===== config.mk =====
export PLATFORM = sky130hd
export DESIGN_NAME = scel_top
export DESIGN_NICKNAME = d
export VERILOG_FILES = /design/src/rtl/scel_pkg.sv /design/src/rtl/scel_top.sv
export SDC_FILE = /design/constraint.sdc
export NUM_CORES = 2
export LEC_CHECK = 0
export BUFFER_PORTS_ARGS = -buffer_cell sky130_fd_sc_hd__buf_2
export CAP_MARGIN = 5
export CORE_MARGIN = 1.5
export CORE_UTILIZATION = 55
export CTS_CLUSTER_DIAMETER = 100
export CTS_CLUSTER_SIZE = 16
export DETAILED_ROUTE_END_ITERATION = 16
export GPL_ROUTABILITY_DRIVEN = 0
export GPL_TIMING_DRIVEN = 0
export HOLD_SLACK_MARGIN = 0.06
export PLACE_DENSITY = 0.74
export REMOVE_ABC_BUFFERS = 1
export SYNTH_ARGS = -nofsm -noshare
export SYNTH_HDL_FRONTEND = slang
export SYNTH_SLANG_ARGS = --single-unit

===== constraint.sdc =====
create_clock -name clk_i -period 16.2 [get_ports clk_i]
set_input_delay 2.43 -clock clk_i [delete_from_list [all_inputs] [get_ports clk_i]]
set_output_delay 2.43 -clock clk_i [all_outputs]
set_load 0.03 [all_outputs]

===== src/rtl/scel_pkg.sv =====
// What this block does
// - keep last 100 error entries, drop oldest
// - clear history command empties error list
// - three counters: motor hours, drives, doors
// - per-counter interval, due shown on output
// - reload command copies interval into remaining
// - lifetime totals read-only, cleared only by rst_i
// - current counts read-only, count since clear
// - remaining values read-only, show left count
// - motor interval programmable 0 to 9999
// - drive and door intervals 0 to 99999
// - statistics reset clears drive, call statistics
// - error forwarding enable gates all messages
// - new error makes led flash or stay off
package scel_pkg;
   localparam int CNT_W = 32;
   localparam int HIST_DEPTH = 100;
   localparam int HIST_AW = 7;
   localparam int CODE_W = 16;
   localparam logic [16:0] MOTOR_IVL_MAX = 17'd9999;
   localparam logic [16:0] EVT_IVL_MAX = 17'd99999;
   localparam logic [16:0] IVL_RESET = 17'h00000;
   localparam logic [7:0] ADDR_CTRL = 8'h00;
   localparam logic [7:0] ADDR_CMD = 8'h04;
   localparam logic [7:0] ADDR_STATUS = 8'h08;
   localparam logic [7:0] ADDR_IRQ_STAT = 8'h0C;
   localparam logic [7:0] ADDR_IRQ_MASK = 8'h10;
   localparam logic [7:0] ADDR_IVL0 = 8'h14;
   localparam logic [7:0] ADDR_TOTAL0 = 8'h20;
   localparam logic [7:0] ADDR_CUR0 = 8'h2C;
   localparam logic [7:0] ADDR_REM0 = 8'h38;
   localparam logic [7:0] ADDR_HIST_CNT = 8'h44;
   localparam logic [7:0] ADDR_HIST_IDX = 8'h48;
   localparam logic [7:0] ADDR_HIST_DATA = 8'h4C;
   localparam logic [7:0] ADDR_CALLS = 8'h50;
   localparam logic [7:0] ADDR_DRIVES_STAT = 8'h54;
   localparam int CTRL_FWD_EN = 0;
   localparam int CTRL_LED_FLASH = 1;
   localparam int CMD_CLR_HIST = 0;
   localparam int CMD_CLR_CUR = 1;
   localparam int CMD_RELOAD = 2;
   localparam int CMD_STAT_RST = 3;
   localparam logic [1:0] CTRL_RESET = 2'h1;
   localparam int IRQ_W = 4;
   localparam int FLASH_W = 23;
   typedef struct packed {
      logic motor_tick;
      logic drive_done;
      logic door_move;
      logic call_taken;
   } scel_evt_t;
   typedef struct packed {
      logic valid;
      logic [CODE_W-1:0] code;
   } scel_err_t;
endpackage


===== src/rtl/scel_top.sv =====
// Chosen here: the address map and the Avalon-MM register port.
module scel_top (
   input wire logic clk_i,
   input wire logic rst_i,
   input wire logic [7:0] avs_address_i,
   input wire logic avs_read_i,
   input wire logic avs_write_i,
   input wire logic [31:0] avs_writedata_i,
   output logic [31:0] avs_readdata_o,
   output logic avs_waitrequest_o,
   input wire scel_pkg::scel_evt_t evt_i,
   input wire scel_pkg::scel_err_t err_i,
   output logic [2:0] service_due_o,
   output logic err_fwd_valid_o,
   output logic [scel_pkg::CODE_W-1:0] err_fwd_code_o,
   output logic err_led_o,
   output logic irq_o
);
   localparam int W = scel_pkg::CNT_W;
   typedef logic [W-1:0] scel_word_t;

   scel_word_t total_q [3], total_d [3];
   scel_word_t cur_q [3], cur_d [3];
   scel_word_t rem_q [3], rem_d [3];
   logic [16:0] ivl_q [3], ivl_d [3];
   logic [scel_pkg::CODE_W-1:0] hist_q [scel_pkg::HIST_DEPTH];
   logic [scel_pkg::CODE_W-1:0] hist_d [scel_pkg::HIST_DEPTH];
   logic [scel_pkg::HIST_AW-1:0] hcnt_q, hcnt_d, hidx_q, hidx_d;
   scel_word_t calls_q, calls_d, dstat_q, dstat_d;
   logic [1:0] ctrl_q, ctrl_d;
   logic [scel_pkg::IRQ_W-1:0] ist_q, ist_d, imask_q, imask_d;
   logic [scel_pkg::FLASH_W-1:0] flash_q, flash_d;
   logic led_arm_q, led_arm_d, led_q, led_d;
   logic [2:0] due_q, due_d;
   logic fwd_v_q, fwd_v_d;
   logic [scel_pkg::CODE_W-1:0] fwd_c_q, fwd_c_d;
   logic [31:0] rdata_q, rdata_d;
   logic ack_q, ack_d;
   logic irq_q, irq_d;
   logic [2:0] evt;
   logic wr, rd;
   logic [3:0] cmd;
   logic [16:0] wv;
   logic [7:0] a;

   assign evt = {evt_i.door_move, evt_i.drive_done, evt_i.motor_tick};
   // one wait state: request answered on the second edge
   assign wr = avs_write_i && !ack_q;
   assign rd = avs_read_i && !ack_q;
   assign a = avs_address_i;
   assign cmd = (wr && a == scel_pkg::ADDR_CMD) ? avs_writedata_i[3:0]
      : 4'h0;
   assign wv = avs_writedata_i[16:0];

   always_comb begin
      logic [2:0] due_rise;
      logic new_err;
      due_rise = 3'h0;
      new_err = err_i.valid;
      ack_d = (avs_read_i || avs_write_i) && !ack_q;
      ctrl_d = ctrl_q;
      imask_d = imask_q;
      hidx_d = hidx_q;
      calls_d = calls_q;
      dstat_d = dstat_q;
      for (int i = 0; i < 3; i++) begin
         total_d[i] = total_q[i] + scel_word_t'(evt[i]);
         cur_d[i] = cur_q[i] + scel_word_t'(evt[i]);
         rem_d[i] = rem_q[i];
         if (evt[i] && rem_q[i] != '0) begin
            rem_d[i] = rem_q[i] - scel_word_t'(1);
         end
         if (cmd[scel_pkg::CMD_CLR_CUR]) begin
            cur_d[i] = '0;
         end
         if (cmd[scel_pkg::CMD_RELOAD]) begin
            rem_d[i] = scel_word_t'(ivl_q[i]);
         end
         ivl_d[i] = ivl_q[i];
         if (wr && a == scel_pkg::ADDR_IVL0 + 8'(4 * i)) begin
            if (i == 0) begin
               ivl_d[i] = (avs_writedata_i >
                  32'(scel_pkg::MOTOR_IVL_MAX)) ?
                  scel_pkg::MOTOR_IVL_MAX : wv;
            end else begin
               ivl_d[i] = (avs_writedata_i >
                  32'(scel_pkg::EVT_IVL_MAX)) ?
                  scel_pkg::EVT_IVL_MAX : wv;
            end
         end
         due_d[i] = (rem_d[i] == '0);
         due_rise[i] = due_d[i] && !due_q[i];
      end
      if (evt_i.call_taken) begin
         calls_d = calls_q + scel_word_t'(1);
      end
      if (evt_i.drive_done) begin
         dstat_d = dstat_q + scel_word_t'(1);
      end
      if (cmd[scel_pkg::CMD_STAT_RST]) begin
         calls_d = '0;
         dstat_d = '0;
      end
      // history: newest at 0, oldest falls off the end
      hist_d = hist_q;
      hcnt_d = hcnt_q;
      if (new_err) begin
         hist_d[0] = err_i.code;
         for (int j = 1; j < scel_pkg::HIST_DEPTH; j++) begin
            hist_d[j] = hist_q[j-1];
         end
         if (hcnt_q != 7'(scel_pkg::HIST_DEPTH)) begin
            hcnt_d = hcnt_q + 7'h01;
         end
      end
      if (cmd[scel_pkg::CMD_CLR_HIST]) begin
         hcnt_d = '0;
      end
      fwd_v_d = new_err && ctrl_q[scel_pkg::CTRL_FWD_EN];
      fwd_c_d = new_err ? err_i.code : fwd_c_q;
      led_arm_d = led_arm_q;
      if (new_err) begin
         led_arm_d = ctrl_q[scel_pkg::CTRL_LED_FLASH];
      end
      if (cmd[scel_pkg::CMD_CLR_HIST] || !ctrl_q[scel_pkg::CTRL_LED_FLASH])
      begin
         led_arm_d = 1'b0;
      end
      flash_d = flash_q + {{(scel_pkg::FLASH_W-1){1'b0}}, 1'b1};
      led_d = led_arm_q && flash_q[scel_pkg::FLASH_W-1];
      if (wr) begin
         unique case (a)
            scel_pkg::ADDR_CTRL: ctrl_d = avs_writedata_i[1:0];
            scel_pkg::ADDR_IRQ_MASK: imask_d = avs_writedata_i[3:0];
            scel_pkg::ADDR_HIST_IDX: hidx_d = avs_writedata_i[6:0];
            default: ;
         endcase
      end
      // sticky status; set wins over write-one-to-clear
      ist_d = ist_q;
      if (wr && a == scel_pkg::ADDR_IRQ_STAT) begin
         ist_d = ist_q & ~avs_writedata_i[3:0];
      end
      ist_d = ist_d | {new_err, due_rise[2], due_rise[1], due_rise[0]};
      irq_d = |(ist_d & imask_d);
      rdata_d = rdata_q;
      if (rd) begin
         rdata_d = 32'h0;
         for (int k = 0; k < 3; k++) begin
            if (a == scel_pkg::ADDR_IVL0 + 8'(4 * k)) begin
               rdata_d = {15'h0, ivl_q[k]};
            end
            if (a == scel_pkg::ADDR_TOTAL0 + 8'(4 * k)) begin
               rdata_d = total_q[k];
            end
            if (a == scel_pkg::ADDR_CUR0 + 8'(4 * k)) begin
               rdata_d = cur_q[k];
            end
            if (a == scel_pkg::ADDR_REM0 + 8'(4 * k)) begin
               rdata_d = rem_q[k];
            end
         end
         unique case (a)
            scel_pkg::ADDR_CTRL: rdata_d = {30'h0, ctrl_q};
            scel_pkg::ADDR_STATUS: rdata_d = {28'h0, led_arm_q, due_q};
            scel_pkg::ADDR_IRQ_STAT: rdata_d = {28'h0, ist_q};
            scel_pkg::ADDR_IRQ_MASK: rdata_d = {28'h0, imask_q};
            scel_pkg::ADDR_HIST_CNT: rdata_d = {25'h0, hcnt_q};
            scel_pkg::ADDR_HIST_IDX: rdata_d = {25'h0, hidx_q};
            scel_pkg::ADDR_HIST_DATA: begin
               if (hidx_q < hcnt_q) begin
                  rdata_d = {16'h0, hist_q[hidx_q]};
               end
            end
            scel_pkg::ADDR_CALLS: rdata_d = calls_q;
            scel_pkg::ADDR_DRIVES_STAT: rdata_d = dstat_q;
            default: ;
         endcase
      end
   end

   always_ff @(posedge clk_i or posedge rst_i) begin
      if (rst_i) begin
         for (int i = 0; i < 3; i++) begin
            total_q[i] <= '0;
            cur_q[i] <= '0;
            rem_q[i] <= '0;
            ivl_q[i] <= scel_pkg::IVL_RESET;
         end
         hcnt_q <= '0;
         hidx_q <= '0;
         calls_q <= '0;
         dstat_q <= '0;
         ctrl_q <= scel_pkg::CTRL_RESET;
         ist_q <= '0;
         imask_q <= '0;
         flash_q <= '0;
         led_arm_q <= 1'b0;
         led_q <= 1'b0;
         due_q <= 3'h7;
         fwd_v_q <= 1'b0;
         fwd_c_q <= '0;
         rdata_q <= 32'h0;
         ack_q <= 1'b0;
         irq_q <= 1'b0;
      end else begin
         total_q <= total_d;
         cur_q <= cur_d;
         rem_q <= rem_d;
         ivl_q <= ivl_d;
         hcnt_q <= hcnt_d;
         hidx_q <= hidx_d;
         calls_q <= calls_d;
         dstat_q <= dstat_d;
         ctrl_q <= ctrl_d;
         ist_q <= ist_d;
         imask_q <= imask_d;
         flash_q <= flash_d;
         led_arm_q <= led_arm_d;
         led_q <= led_d;
         due_q <= due_d;
         fwd_v_q <= fwd_v_d;
         fwd_c_q <= fwd_c_d;
         rdata_q <= rdata_d;
         ack_q <= ack_d;
         irq_q <= irq_d;
      end
   end

   // history memory has no reset; hcnt_q marks which entries are valid
   always_ff @(posedge clk_i) begin
      hist_q <= hist_d;
   end

   assign avs_readdata_o = rdata_q;
   assign avs_waitrequest_o = !ack_q;
   assign service_due_o = due_q;
   assign err_fwd_valid_o = fwd_v_q;
   assign err_fwd_code_o = fwd_c_q;
   assign err_led_o = led_q;
   assign irq_o = irq_q;
endmodule


==> metrics.csv <==
stage,metric,value,unit
drt,routed_wirelength,195,mm
job,maxCapViolations,0,
worst_setup_path,crit_chain,"buf_2, or4b_1, nor3_2, nand2_1, o311ai_1, nor3b_1, o211ai_1, or4_1, o31ai_1, a221o_1",
final_layout,multi_input_area,25600,um^2
drt,route.vias.total,48796,
placed_design,portBuffers,119,
final_layout,fillers,11347,
placed_design,hpwl,123,mm
drt,drt_iter0_markers,6599,
sta,slew_viol_final,0,
die,die_w,402,um
power,peakVddDrop,0.113,mV
clock_network,cts_buffer_depth,3,
final_layout,fin_area,95500,um^2
final_layout,fin_util,0.603,
synthesis,async_flop_share,0.240,
sta,max_freq,0.147,GHz
synthesis,syn-cell-area,87500,um^2
synthesis,ys_ff_latch,2106,
placed_design,placed_area,91100,um^2
final_layout,area_delta_synth_final,9.13,%
synthesis,yosysSeqAreaShare,0.694,
clock_network,clk_pin_slew,0.07,ns
worst_setup_path,crit_type,in2reg,
run_status,status,completed,
sta,slew_headroom,0.0635,
worst_setup_path,cp_slowest_cell,nand2_1,
die,core,158000,um^2
placed_design,placed_cells,7244,
clock_network,postCtsSetupBuffers,0,
sta,period_needed,6.82,ns
global_routing,grt_pass1_wl,302,mm
sta,setup_viol,0,
clock_network,hold_buffers,0,
die,core.rowCount,146,
global_routing,grt_start_max_net_pins,190,
worst_setup_path,required,16.88,ns
synthesis,ys_types,94,
worst_setup_path,end_kind,register,
die,io_pins,120,
sta,rsz0062_at_grt,no,
clock_network,clock_sinks,2106,
global_routing,overflow,0,
power,total_power,11600,uW
synthesis,synthTopCellsByArea,"edfxtp_1 (55%), dfrtp_1 (14%), mux4_2 (12%)",
sta,hold_viol,0,
drt,viasPerCell,6.51,
synthesis,synth_cells,5261,
sta,tightest_slew,1.40,ns
final_layout,drive_gt1_frac,0.170,
power,cellLeakagePower,0.0332,uW
clock_network,cts_made_buffers,150,
clock_network,htreeDepth,4,
die,dieArea,161000,um^2
worst_setup_path,start_kind,input port,
sta,period_share,0.421,
clock_network,postCtsResizedCells,0,
synthesis,synth_edf_count,1600,
synthesis,avgSynthCellArea,16.6,um^2
clock_network,insertion_delay,0.78,ns
worst_setup_path,slowest_delay,0.90,ns
synthesis,synth_ff_type,edfxtp_1,
global_routing,grt_pass1_vias,48472,
worst_setup_path,crit_fanout,28,
synthesis,synth_top_area_frac,0.549,
global_routing,antenna_found_initial,11,
drt,firstDrtPassIters,6,
die,die_h,402,um
synthesis,yosysTopAreaCell,edfxtp_1,
drt,drc,0,
final_layout,nets,5419,
global_routing,track_usage,0.243,
clock_network,tritoncts,yes,
hold_path,min_path_type,reg2reg,
die,start_util,0.553,
drt,wl_per_cell,26.0,um
drt,ant_nets,0,
sta,fin_skew,0.0242,ns
synthesis,yosys_warnings,0,
worst_setup_path,cp_data_arrival_time,7.50,ns
final_layout,regArea,60700,um^2
power,powerDensity,122,nW/um^2
final_layout,instances_no_fill,7499,
clock_network,cts-root-buf,clkbuf_16,
metrics by stage:
stage | setup slack [ns] | setup TNS, ns | hold WS, ns
after floorplan | -0.353 | -177.26 | 0.421
after global placement | -13.90 | - | 0.423
after detailed placement | 8.75 | 0 | 0.427
after CTS | 9.58 | 0 | 0.434
after global routing | 9.36 | 0 | 0.447
final | 9.38 | 0 | 0.432
power by group:
group,internal (uW),total [uW],switching [uW]
registers,6280,6710,425
logic,538,1320,778
clock network,1790,3600,1810
total,8610,11600,3010
layer usage:
metal / vias up / global-route usage / part of all wire
met5: - / 0 / 0.00012
met4: 4 / 0.0977 / 0.042
met3: 416 / 0.0368 / 0.073
met2: 2166 / 0.364 / 0.47
met1: 25267 / 0.362 / 0.42
li1: 20943 / - / -
worst paths after layout:
path,from,endpoint,slack [ns],depth (start not counted)
min in group asynchronous,rst_i,err_fwd_code_o[3],1.78,2
max,avs_address_i[1],irq_o,9.38,10
min reg2reg,hist_q[999],hist_q[983],0.43,0
max reg2reg,ack_q,irq_o,10.95,10
min,hist_q[999],hist_q[983],0.43,0
max in group asynchronous,rst_i,err_fwd_code_o[10],12.70,4
sequential cells by signal, summed over array words and instances (netlist names), 32 cells and up:
| register | flops |
|---|---|
| avs_readdata_o | 32 |
| calls_q | 32 |
| cur_q | 96 |
| dstat_q | 32 |
| hist_q | 1600 |
| ivl_q | 51 |
| rem_q | 96 |
| total_q | 96 |
area by class of cell:
cell class | instances | share of cell area
clock buffer | 240 | 0.0441
multi-input combinational | 2835 | 0.268
clock inverter | 10 | 0.00144
timing repair buffer | 178 | 0.0210
inverter | 54 | 0.00223
tap | 2072 | 0.0272
antenna | 4 | 0.000105
sequential | 2106 | 0.636
placed cells by master (no fill, tap or decap), types with 27 or more instances in the layout:
master,count
a31oi_1,37
mux4_2,466
clkbuf_1,84
and4_1,27
nand4_1,94
clkbuf_16,155
mux2_2,35
nor3_1,70
nand2_1,279
inv_1,51
or3_1,31
a211oi_1,40
buf_2,118
ha_1,29
a22oi_1,88
xnor2_1,177
nand3_1,150
o21ai_0,120
mux2i_1,46
and2_1,27
a221oi_1,48
and3_1,68
edfxtp_1,1600
buf_16,41
xor2_1,139
nor2b_1,39
a21oi_1,112
dfrtp_1,495
nor2_1,372
nor4_1,35
logic make-up after synthesis:
kind of cell / Yosys count / synth area share
buffers and inverters: 320 / 0.0145
AOI/OAI and AO/OA: 635 / 0.0505
muxes: 548 / 0.130
DFF: 2106 / 0.694
adders and majority gates: 29 / 0.00415
xor gates and xnor gates: 316 / 0.0316
and+or+nand+nor: 1307 / 0.0751
synth_stat cells, drive strengths merged, types with 43 or more instances:
cell       n
edfxtp  1600
dfrtp    502
mux4     466
nor2     385
nand2    280
xnor2    177
clkbuf   166
nand3    150
xor2     139
o21ai    125
a21oi    113
buf      100
nand4     94
a22oi     88
nor3      74
and3      68
inv       54
a221oi    48
mux2i     46
nor4      43
worst max-delay path: cells and delay by family:
kind	cells	cell delay [ns]
buf+inv	1	0.17
compound gates	4	1.74
simple gates	5	3.13
Power figures use the tool's default switching activity.
